$ cat src/rtl/ssr_pkg.sv
// constants and types shared by the status reporting block
package ssr_pkg;

  localparam int STB_W = 8;
  localparam int REG_W = 16;
  localparam int ERR_W = 16;
  localparam int ERRQ_DEPTH = 8;
  localparam int ERRQ_AW = 3;
  localparam int SEL_W = 4;

  // questionable condition bit positions
  localparam int QB_PROBE_SUPPLY = 1;
  localparam int QB_PROBE_OVL = 2;
  localparam int QB_CHAN_OVL = 3;
  localparam int QB_TEMP = 4;
  localparam int QB_CLIP = 5;
  localparam int QB_GEN_OVL = 6;
  localparam int QB_UNCAL = 8;
  localparam int QB_LIMIT = 9;
  localparam int QB_MARGIN = 10;
  localparam int QB_LOW_LEVEL = 11;
  localparam int QB_LOCK = 13;

  // status byte bit positions
  localparam int SB_ERRQ = 2;
  localparam int SB_QUES = 3;
  localparam int SB_MAV = 4;
  localparam int SB_ESB = 5;
  localparam int SB_MSS = 6;
  localparam int SB_OPER = 7;
  localparam logic [7:0] SRQ_BITS = 8'hBC;

  // reset and preset values
  localparam logic [7:0] ESR_RESET = 8'h80;
  localparam logic [7:0] MASK8_RESET = 8'h00;
  localparam logic [15:0] ENA_PRESET = 16'h0000;
  localparam logic [15:0] PTR_PRESET = 16'hFFFF;
  localparam logic [15:0] NTR_PRESET = 16'h0000;
  localparam logic [15:0] ERR_NONE = 16'h0000;

  // register selects on the command port
  localparam logic [3:0] SEL_QCOND = 4'h0;
  localparam logic [3:0] SEL_QEVT = 4'h1;
  localparam logic [3:0] SEL_QENA = 4'h2;
  localparam logic [3:0] SEL_QPTR = 4'h3;
  localparam logic [3:0] SEL_QNTR = 4'h4;
  localparam logic [3:0] SEL_OCOND = 4'h5;
  localparam logic [3:0] SEL_OEVT = 4'h6;
  localparam logic [3:0] SEL_OENA = 4'h7;
  localparam logic [3:0] SEL_OPTR = 4'h8;
  localparam logic [3:0] SEL_ONTR = 4'h9;
  localparam logic [3:0] SEL_STB = 4'hA;
  localparam logic [3:0] SEL_ESR = 4'hB;
  localparam logic [3:0] SEL_SRE = 4'hC;
  localparam logic [3:0] SEL_ESE = 4'hD;
  localparam logic [3:0] SEL_ERRQ = 4'hE;

  typedef enum logic [1:0] {
    OB_IDLE = 2'b00,
    OB_ARMED = 2'b01,
    OB_FLUSH = 2'b11
  } ssr_obuf_t;

endpackage

$ cat src/rtl/ssr_top.sv
// status reporting core: questionable/operation registers, esr, stb, srq
`timescale 1ns/1ps
`default_nettype none

// Functional notes
// probe supply overload sets questionable bit 1
// probe overload sets questionable bit 2
// channel overload sets questionable bit 3
// questionable temperature sets bit 4
// converter clipping sets questionable bit 5
// generator overload sets questionable bit 6
// missing alignment data sets bit 8
// limit violation sets questionable bit 9
// margin without limit violation sets bit 10
// too small signal sets bit 11
// loop lock loss sets bit 13
// enabled stb bits 2,3,4,5,7 raise srq
// stb, esr, sre and ese 8 bits, others 16
// reads return plain binary weighted value
// enable parts mask upward propagation
// questionable summary stb3, esr summary stb5
// clear-status clears events, esr, queue, not masks
// preset clears enables of operation, questionable
// preset fills positive filters, clears negative
// device clear flushes buffers, aborts parsing
// reset/preset/clear flush output at next line
// every error state appends queue entry unless 8 are already queued
// enabled transitions latch events until cleared
// controller reads queue and registers after srq
module ssr_top (
  input wire logic CLOCK_I,
  input wire logic RST_N_I,
  input wire logic PROBE_SUPPLY_OVERLOAD_I,
  input wire logic PROBE_OVERLOAD_I,
  input wire logic CHANNEL_OVERLOAD_I,
  input wire logic TEMPERATURE_I,
  input wire logic CONVERTER_CLIP_I,
  input wire logic GENERATOR_OVERLOAD_I,
  input wire logic UNCALIBRATED_I,
  input wire logic LIMIT_VIOLATED_I,
  input wire logic MARGIN_VIOLATED_I,
  input wire logic LOW_SIGNAL_LEVEL_I,
  input wire logic LOOP_LOCK_LOST_I,
  input wire logic [15:0] OPER_COND_I,
  input wire logic [7:0] ESR_EVENT_I,
  input wire logic OUT_AVAIL_I,
  input wire logic ERR_PUSH_I,
  input wire logic [15:0] ERR_CODE_I,
  input wire logic CLS_I,
  input wire logic STAT_PRESET_I,
  input wire logic RST_CMD_I,
  input wire logic DCL_I,
  input wire logic LINE_START_I,
  input wire logic REG_WR_I,
  input wire logic REG_RD_I,
  input wire logic [3:0] REG_SEL_I,
  input wire logic [15:0] REG_WDATA_I,
  output logic [15:0] REG_RDATA_O,
  output logic REG_RVALID_O,
  output logic SRQ_O,
  output logic OUT_CLEAR_O,
  output logic INPUT_CLEAR_O
);

  ////////////////////////////////////////////////////////////////////////////
  // condition parts

  logic [15:0] ques_cond_r;
  logic [15:0] oper_cond_r;

  always_ff @(posedge CLOCK_I or negedge RST_N_I) begin
    if (!RST_N_I) begin
      ques_cond_r <= ssr_pkg::NTR_PRESET;
      oper_cond_r <= ssr_pkg::NTR_PRESET;
    end else begin
      ques_cond_r <= ssr_pkg::NTR_PRESET;
      ques_cond_r[ssr_pkg::QB_PROBE_SUPPLY] <= PROBE_SUPPLY_OVERLOAD_I;
      ques_cond_r[ssr_pkg::QB_PROBE_OVL] <= PROBE_OVERLOAD_I;
      ques_cond_r[ssr_pkg::QB_CHAN_OVL] <= CHANNEL_OVERLOAD_I;
      ques_cond_r[ssr_pkg::QB_TEMP] <= TEMPERATURE_I;
      ques_cond_r[ssr_pkg::QB_CLIP] <= CONVERTER_CLIP_I;
      ques_cond_r[ssr_pkg::QB_GEN_OVL] <= GENERATOR_OVERLOAD_I;
      ques_cond_r[ssr_pkg::QB_UNCAL] <= UNCALIBRATED_I;
      ques_cond_r[ssr_pkg::QB_LIMIT] <= LIMIT_VIOLATED_I;
      // margin is reported only while the limit itself is not violated
      ques_cond_r[ssr_pkg::QB_MARGIN] <=
        MARGIN_VIOLATED_I & ~LIMIT_VIOLATED_I;
      ques_cond_r[ssr_pkg::QB_LOW_LEVEL] <= LOW_SIGNAL_LEVEL_I;
      ques_cond_r[ssr_pkg::QB_LOCK] <= LOOP_LOCK_LOST_I;
      oper_cond_r <= OPER_COND_I;
    end
  end

  ////////////////////////////////////////////////////////////////////////////
  // command decode and the two 16-bit registers

  logic wr_sel_qena, wr_sel_qptr, wr_sel_qntr;
  logic wr_sel_oena, wr_sel_optr, wr_sel_ontr;
  logic rd_qevt, rd_oevt, rd_esr, rd_errq;
  logic [15:0] ques_evt, ques_ena, ques_ptr, ques_ntr;
  logic [15:0] oper_evt, oper_ena, oper_ptr, oper_ntr;
  logic ques_sum, oper_sum;

  assign wr_sel_qena = REG_WR_I && (REG_SEL_I == ssr_pkg::SEL_QENA);
  assign wr_sel_qptr = REG_WR_I && (REG_SEL_I == ssr_pkg::SEL_QPTR);
  assign wr_sel_qntr = REG_WR_I && (REG_SEL_I == ssr_pkg::SEL_QNTR);
  assign wr_sel_oena = REG_WR_I && (REG_SEL_I == ssr_pkg::SEL_OENA);
  assign wr_sel_optr = REG_WR_I && (REG_SEL_I == ssr_pkg::SEL_OPTR);
  assign wr_sel_ontr = REG_WR_I && (REG_SEL_I == ssr_pkg::SEL_ONTR);
  assign rd_qevt = REG_RD_I && (REG_SEL_I == ssr_pkg::SEL_QEVT);
  assign rd_oevt = REG_RD_I && (REG_SEL_I == ssr_pkg::SEL_OEVT);
  assign rd_esr = REG_RD_I && (REG_SEL_I == ssr_pkg::SEL_ESR);
  assign rd_errq = REG_RD_I && (REG_SEL_I == ssr_pkg::SEL_ERRQ);

  ssr_status_reg ques_u (
    .clk_i(CLOCK_I),
    .rst_n_i(RST_N_I),
    .cond_i(ques_cond_r),
    .wdata_i(REG_WDATA_I),
    .ena_wr_i(wr_sel_qena),
    .ptr_wr_i(wr_sel_qptr),
    .ntr_wr_i(wr_sel_qntr),
    .evt_rd_i(rd_qevt),
    .clear_i(CLS_I),
    .preset_i(STAT_PRESET_I),
    .event_o(ques_evt),
    .ena_o(ques_ena),
    .ptr_o(ques_ptr),
    .ntr_o(ques_ntr),
    .summary_o(ques_sum)
  );

  ssr_status_reg oper_u (
    .clk_i(CLOCK_I),
    .rst_n_i(RST_N_I),
    .cond_i(oper_cond_r),
    .wdata_i(REG_WDATA_I),
    .ena_wr_i(wr_sel_oena),
    .ptr_wr_i(wr_sel_optr),
    .ntr_wr_i(wr_sel_ontr),
    .evt_rd_i(rd_oevt),
    .clear_i(CLS_I),
    .preset_i(STAT_PRESET_I),
    .event_o(oper_evt),
    .ena_o(oper_ena),
    .ptr_o(oper_ptr),
    .ntr_o(oper_ntr),
    .summary_o(oper_sum)
  );

  ////////////////////////////////////////////////////////////////////////////
  // event status register and the two 8-bit masks

  logic [7:0] esr_r;
  logic [7:0] ese_r;
  logic [7:0] sre_r;

  // a new event beats read-clear and clear-status in the same cycle
  always_ff @(posedge CLOCK_I or negedge RST_N_I) begin
    if (!RST_N_I) begin
      esr_r <= ssr_pkg::ESR_RESET;
    end else if (rd_esr || CLS_I) begin
      esr_r <= ESR_EVENT_I;
    end else begin
      esr_r <= esr_r | ESR_EVENT_I;
    end
  end

  // masks only change by write; no clear or preset touches them
  always_ff @(posedge CLOCK_I or negedge RST_N_I) begin
    if (!RST_N_I) begin
      ese_r <= ssr_pkg::MASK8_RESET;
      sre_r <= ssr_pkg::MASK8_RESET;
    end else if (REG_WR_I) begin
      if (REG_SEL_I == ssr_pkg::SEL_ESE) begin
        ese_r <= REG_WDATA_I[7:0];
      end
      if (REG_SEL_I == ssr_pkg::SEL_SRE) begin
        sre_r <= REG_WDATA_I[7:0];
      end
    end
  end

  ////////////////////////////////////////////////////////////////////////////
  // error queue

  logic [15:0] errq_mem [ssr_pkg::ERRQ_DEPTH];
  logic [2:0] errq_wp_r;
  logic [2:0] errq_rp_r;
  logic [3:0] errq_cnt_r;
  logic errq_full, errq_empty, errq_push, errq_pop;

  assign errq_full = errq_cnt_r == 4'(ssr_pkg::ERRQ_DEPTH);
  assign errq_empty = errq_cnt_r == 4'h0;
  // a full queue drops further entries; the oldest ones are the causes
  assign errq_push = ERR_PUSH_I && (!errq_full || CLS_I);
  assign errq_pop = rd_errq && !errq_empty && !CLS_I;

  always_ff @(posedge CLOCK_I) begin
    if (errq_push) begin
      errq_mem[CLS_I ? errq_rp_r : errq_wp_r] <= ERR_CODE_I;
    end
  end

  // a push in the clearing cycle survives as the only entry
  always_ff @(posedge CLOCK_I or negedge RST_N_I) begin
    if (!RST_N_I) begin
      errq_wp_r <= 3'h0;
      errq_rp_r <= 3'h0;
      errq_cnt_r <= 4'h0;
    end else if (CLS_I) begin
      errq_wp_r <= errq_push ? errq_rp_r + 3'h1 : errq_rp_r;
      errq_cnt_r <= errq_push ? 4'h1 : 4'h0;
    end else begin
      if (errq_push) begin
        errq_wp_r <= errq_wp_r + 3'h1;
      end
      if (errq_pop) begin
        errq_rp_r <= errq_rp_r + 3'h1;
      end
      errq_cnt_r <= errq_cnt_r + {3'h0, errq_push} - {3'h0, errq_pop};
    end
  end

  ////////////////////////////////////////////////////////////////////////////
  // status byte and service request

  logic [7:0] stb;
  logic srq_r;

  always_comb begin
    stb = 8'h00;
    stb[ssr_pkg::SB_ERRQ] = !errq_empty;
    stb[ssr_pkg::SB_QUES] = ques_sum;
    stb[ssr_pkg::SB_MAV] = OUT_AVAIL_I;
    stb[ssr_pkg::SB_ESB] = |(esr_r & ese_r);
    stb[ssr_pkg::SB_OPER] = oper_sum;
    stb[ssr_pkg::SB_MSS] = |(stb & sre_r & ssr_pkg::SRQ_BITS);
  end

  always_ff @(posedge CLOCK_I or negedge RST_N_I) begin
    if (!RST_N_I) begin
      srq_r <= 1'b0;
    end else begin
      srq_r <= |(stb & sre_r & ssr_pkg::SRQ_BITS);
    end
  end

  assign SRQ_O = srq_r;

  ////////////////////////////////////////////////////////////////////////////
  // register read port: values are plain binary, weight 2**bit

  always_ff @(posedge CLOCK_I or negedge RST_N_I) begin
    if (!RST_N_I) begin
      REG_RDATA_O <= 16'h0000;
      REG_RVALID_O <= 1'b0;
    end else begin
      REG_RVALID_O <= REG_RD_I;
      if (REG_RD_I) begin
        case (REG_SEL_I)
          ssr_pkg::SEL_QCOND: REG_RDATA_O <= ques_cond_r;
          ssr_pkg::SEL_QEVT: REG_RDATA_O <= ques_evt;
          ssr_pkg::SEL_QENA: REG_RDATA_O <= ques_ena;
          ssr_pkg::SEL_QPTR: REG_RDATA_O <= ques_ptr;
          ssr_pkg::SEL_QNTR: REG_RDATA_O <= ques_ntr;
          ssr_pkg::SEL_OCOND: REG_RDATA_O <= oper_cond_r;
          ssr_pkg::SEL_OEVT: REG_RDATA_O <= oper_evt;
          ssr_pkg::SEL_OENA: REG_RDATA_O <= oper_ena;
          ssr_pkg::SEL_OPTR: REG_RDATA_O <= oper_ptr;
          ssr_pkg::SEL_ONTR: REG_RDATA_O <= oper_ntr;
          ssr_pkg::SEL_STB: REG_RDATA_O <= {8'h00, stb};
          ssr_pkg::SEL_ESR: REG_RDATA_O <= {8'h00, esr_r};
          ssr_pkg::SEL_SRE: REG_RDATA_O <= {8'h00, sre_r};
          ssr_pkg::SEL_ESE: REG_RDATA_O <= {8'h00, ese_r};
          ssr_pkg::SEL_ERRQ: begin
            REG_RDATA_O <= errq_empty ? ssr_pkg::ERR_NONE :
                           errq_mem[errq_rp_r];
          end
          default: REG_RDATA_O <= 16'h0000;
        endcase
      end
    end
  end

  ////////////////////////////////////////////////////////////////////////////
  // output buffer and input flush control

  ssr_pkg::ssr_obuf_t ob_state_r;
  logic ob_arm;

  assign ob_arm = CLS_I || STAT_PRESET_I || RST_CMD_I;

  // deferred flush waits for the first command after a terminator
  always_ff @(posedge CLOCK_I or negedge RST_N_I) begin
    if (!RST_N_I) begin
      ob_state_r <= ssr_pkg::OB_IDLE;
    end else begin
      case (ob_state_r)
        ssr_pkg::OB_IDLE: begin
          if (ob_arm) begin
            ob_state_r <= ssr_pkg::OB_ARMED;
          end
        end
        ssr_pkg::OB_ARMED: begin
          // an arm in the flushing cycle stays pending for the next line
          if (LINE_START_I) begin
            ob_state_r <= ob_arm ? ssr_pkg::OB_ARMED :
                          ssr_pkg::OB_FLUSH;
          end
        end
        ssr_pkg::OB_FLUSH: begin
          ob_state_r <= ob_arm ? ssr_pkg::OB_ARMED : ssr_pkg::OB_IDLE;
        end
        default: ob_state_r <= ssr_pkg::OB_IDLE;
      endcase
    end
  end

  always_ff @(posedge CLOCK_I or negedge RST_N_I) begin
    if (!RST_N_I) begin
      OUT_CLEAR_O <= 1'b0;
      INPUT_CLEAR_O <= 1'b0;
    end else begin
      OUT_CLEAR_O <= DCL_I ||
        (ob_state_r == ssr_pkg::OB_ARMED && LINE_START_I);
      INPUT_CLEAR_O <= DCL_I;
    end
  end
endmodule

`default_nettype wire

$ cat src/rtl/ssr_status_reg.sv
// one 16-bit status register: transition filters, event latch, enable
`timescale 1ns/1ps
`default_nettype none

module ssr_status_reg (
  input wire logic clk_i,
  input wire logic rst_n_i,
  input wire logic [15:0] cond_i,
  input wire logic [15:0] wdata_i,
  input wire logic ena_wr_i,
  input wire logic ptr_wr_i,
  input wire logic ntr_wr_i,
  input wire logic evt_rd_i,
  input wire logic clear_i,
  input wire logic preset_i,
  output logic [15:0] event_o,
  output logic [15:0] ena_o,
  output logic [15:0] ptr_o,
  output logic [15:0] ntr_o,
  output logic summary_o
);

  logic [15:0] prev_r;

  always_ff @(posedge clk_i or negedge rst_n_i) begin
    if (!rst_n_i) begin
      prev_r <= ssr_pkg::NTR_PRESET;
    end else begin
      prev_r <= cond_i;
    end
  end

  // a write in the same cycle as a preset wins: it is the later command
  always_ff @(posedge clk_i or negedge rst_n_i) begin
    if (!rst_n_i) begin
      ena_o <= ssr_pkg::ENA_PRESET;
      ptr_o <= ssr_pkg::PTR_PRESET;
      ntr_o <= ssr_pkg::NTR_PRESET;
    end else begin
      if (ena_wr_i) begin
        ena_o <= wdata_i;
      end else if (preset_i) begin
        ena_o <= ssr_pkg::ENA_PRESET;
      end
      if (ptr_wr_i) begin
        ptr_o <= wdata_i;
      end else if (preset_i) begin
        ptr_o <= ssr_pkg::PTR_PRESET;
      end
      if (ntr_wr_i) begin
        ntr_o <= wdata_i;
      end else if (preset_i) begin
        ntr_o <= ssr_pkg::NTR_PRESET;
      end
    end
  end

  // per-bit event latch; a new transition wins over a read or clear
  logic [15:0] hit;

  for (genvar b = 0; b < ssr_pkg::REG_W; b++) begin : g_evt
    assign hit[b] = (cond_i[b] & ~prev_r[b] & ptr_o[b]) |
                    (~cond_i[b] & prev_r[b] & ntr_o[b]);
  end

  // one process owns the whole event word
  always_ff @(posedge clk_i or negedge rst_n_i) begin
    if (!rst_n_i) begin
      event_o <= 16'h0000;
    end else if (evt_rd_i || clear_i) begin
      event_o <= hit;
    end else begin
      event_o <= event_o | hit;
    end
  end

  assign summary_o = |(event_o & ena_o);

endmodule

`default_nettype wire

$ cat config.mk
export PLATFORM = sky130hd
export DESIGN_NAME = ssr_top
export DESIGN_NICKNAME = d
export VERILOG_FILES = /design/src/rtl/ssr_pkg.sv /design/src/rtl/ssr_top.sv /design/src/rtl/ssr_status_reg.sv
export SDC_FILE = /design/constraint.sdc
export NUM_CORES = 1
export LEC_CHECK = 0
export ABC_AREA = 1
export BUFFER_PORTS_ARGS = -buffer_cell sky130_fd_sc_hd__buf_2
export CAP_MARGIN = 20
export CORE_MARGIN = 1.5
export CORE_UTILIZATION = 40
export CTS_CLUSTER_DIAMETER = 40
export DETAILED_ROUTE_END_ITERATION = 7
export GPL_ROUTABILITY_DRIVEN = 0
export SLEW_MARGIN = 0
export SYNTH_ARGS = -nofsm -noshare
export SYNTH_HDL_FRONTEND = slang
export SYNTH_SLANG_ARGS = --single-unit
$ cat constraint.sdc
create_clock -name CLOCK_I -period 3.7 [get_ports CLOCK_I]
set_clock_uncertainty 0.2 [all_clocks]
set_input_delay 0.185 -clock CLOCK_I [delete_from_list [all_inputs] [get_ports CLOCK_I]]
set_output_delay 0.185 -clock CLOCK_I [all_outputs]
set_load 0.005 [all_outputs]
==> results.cfg <==
[cts]
tritoncts = built
clock_latency_ns = 0.57
cts.path.max_buffers = 3
cts_sinks = 361
cts_resized = 0
clkTransAtPathRegs_ns = 0.06
cts_buffers = 54
postCtsHoldBufs = 78
cts_root_buf = clkbuf_16
post_cts_buffers = 0
htree_num_levels = 2

[critical_path]
critical_path_required_ns = 3.96
r2r_slack_ns = 1.14
crit_path_end_kind = register
crit_type = register to register
worst_setup_path_start_kind = register
worstPathMaxFanout = 4
crit_arrival_ns = 2.81

[cells_and_area]
final_nets = 1839
seq_area_um2 = 9720
final_common_cell = nand2_1
drive_gt1_frac = 0.153
mostFrequentLayoutCells = nand2_1 (305), dfrtp_1 (199), nor2_1 (190)
multi_input_area_um2 = 4670
nFillCells = 3428
final_design_area_no_fill_um2 = 19100
syn2layout_area_growth_pct = 25.2
antenna_cells = 0

[yosys]
ys_ff_latch = 361
syn_area_um2 = 15200
synth.distinct_cells = 42
syn_inst = 1533
synthesis.nets = 1624
ys.warnings.count = 0
avgSynthCellArea_um2 = 9.94
yosysSeqAreaShare = 0.638

[timing]
period_share = 0.691
maxSlewViolCount = 0
timing.fmax_ghz = 0.391
setup_violations = 0
max_slew_margin = 0.406
final.setup.worst_slack_ns = 1.14
tightest_slew_ns = 0.888
tns_ns = 0
whs_ns = 0.00291
rsz0062_at_grt = false
finalHoldViolations = 0
min_period_ns = 2.56

[floorplanning]
die_w_um = 198
boundaryPins = 102
die_area_um2 = 39300
placementRows = 71
core_area_um2 = 37600
die_y_um = 198
initial_core_util = 0.405

[pwr]
power_switching_uw = 3370
p_comb_frac = 0.158
power_leakage_uw = 0.00834
total_power_uw = 11800
p_sw_frac = 0.286
seq_power_share = 0.399
pwr-share-clk = 0.444
irDropWorstVdd_v = 0.000411
power_density_nw_per_um2 = 618
p_int_uw = 8420

[routing]
drtIter0Drc = 1180
ant_nets = 0
viasPerCell = 5.29
wl_um = 46600
routed-via-count = 12183
route.detailed.drc = 0
avgRoutedWirePerCell_um = 20.2
drt_pass1_iterations = 8

[global_routing]
grt_remaining_overflow = 0
grt_pass1_wl_um = 70500
grt_max_degree = 93
first_global_vias = 11884
antenna_found_initial = 1
grt_usage = 0.241

[job]
maxCapViolCount = 0

[run_status]
outcome = finished, final reports clean

[place]
postPlaceCellArea_um2 = 16400
pre_cts_slack_ns = 1.04
detailed_place_hpwl_um = 29600
portBuffers = 101

[worst_hold_path]
hp-class = primary input to async pin
final timing paths:
| path | startpoint | end | depth (start not counted) |
|---|---|---|---|
| worst min register to register | oper_cond_r[15]$_DFF_PN0_ | oper_u.prev_r[15]$_DFF_PN0_ | 0 |
| min in group CLOCK_I | OPER_COND_I[2] | oper_cond_r[2]$_DFF_PN0_ | 2 |
| worst max register to register | errq_cnt_r[1]$_DFF_PN0_ | errq_cnt_r[2]$_DFF_PN0_ | 10 |
| worst max-delay path | errq_cnt_r[1]$_DFF_PN0_ | errq_cnt_r[2]$_DFF_PN0_ | 10 |
| worst min-delay path | RST_N_I | oper_cond_r[3]$_DFF_PN0_ | 2 |
| max in group asynchronous | RST_N_I | oper_u.ptr_o[10]$_DFFE_PN1P_ | 3 |
metal layers:
| metal | routed length, µm | vias to the layer above | GRT usage |
|---|---|---|---|
| met3 | 3400 | 140 | 0.0363 |
| met4 | 1930 | 0 | 0.0964 |
| met1 | 19600 | 5860 | 0.325 |
| li1 | - | 5642 | - |
| met5 | 0 | - | 0 |
| met2 | 21600 | 541 | 0.389 |
logic make-up (layout without fill, tap and decap cells):
group	Yosys count	in the layout	synth area share
AOI/OAI and AO/OA	329	329	0.132
xor gates and xnor gates	3	3	0.00173
adders and majority gates	9	9	0.00789
and+or+nand+nor	613	613	0.164
DFF	361	361	0.638
buffers and inverters	218	479	0.0559
layout make-up:
class	instances	area share
Clock buffer	65	0.0762
Clock inverter	37	0.0218
Inverter	165	0.0325
Multi-Input combinational cell	954	0.245
Sequential cell	361	0.510
Tap cell	511	0.0335
Timing Repair Buffer	212	0.0816
metrics by stage:
stage                util  cells
detailed placement  0.437   2125
global placement    0.437   2125
finish              0.507   2305
global route        0.507   2305
floorplan               -   1533
CTS                 0.507   2305
worst max-delay path, stage by stage, from the launching register on:
cell      delay [ns]
dfrtp_1         0.39
nor2_1          0.30
a21oi_4         0.10
nand3_1         0.15
clkinv_1        0.13
ha_1            0.29
inv_1           0.04
ha_1            0.21
fa_1            0.42
xnor2_1         0.17
nor2_1          0.06
power groups by stage:
stage                     combinational (µW)  sequential (µW)  clock [µW]
after floorplan                         1170             4700           0
after CTS                               1880             4700        5290
after global routing                    2100             4730        5480
after detailed placement                1800             4760           0
final                                   1860             4700        5230
after global placement                  1780             4760           0
flip-flops by register name, summed over array words and instances, names as in the netlist, 11 cells and up:
register and count:
errq_mem 128, REG_RDATA_O 16, oper_cond_r 16, oper_u.ena_o 16, oper_u.event_o 16, oper_u.ntr_o 16, oper_u.prev_r 16, oper_u.ptr_o 16
ques_u.ena_o 16, ques_u.ntr_o 16, ques_u.ptr_o 16, ques_cond_r 11, ques_u.event_o 11, ques_u.prev_r 11
cell usage after synthesis (all sizes together):
library cell,instances,area [µm²]
a211oi,1,7.51
a21o,1,7.51
a21oi,31,166
a22oi,1,7.51
a31oi,3,18.8
buf,27,133
clkbuf,26,98.8
clkinv,3,11.3
dfrtp,200,5000
dfstp,33,867
edfxtp,128,3840
fa,1,20.0
ha,8,100
inv,162,608
nand2,310,1180
nand3,87,435
nand3b,5,37.5
nand4,3,18.8
nor2,196,771
nor3,10,50.1
nor3b,1,7.51
o211ai,31,233
o21a,1,7.51
o21ai,145,729
o21bai,9,67.6
o221ai,29,254
o22a,14,123
o22ai,62,388
o2bb2ai,1,8.76
or2,1,6.26
xnor2,1,8.76
xor2,2,17.5
Power figures use the tool's default switching activity.
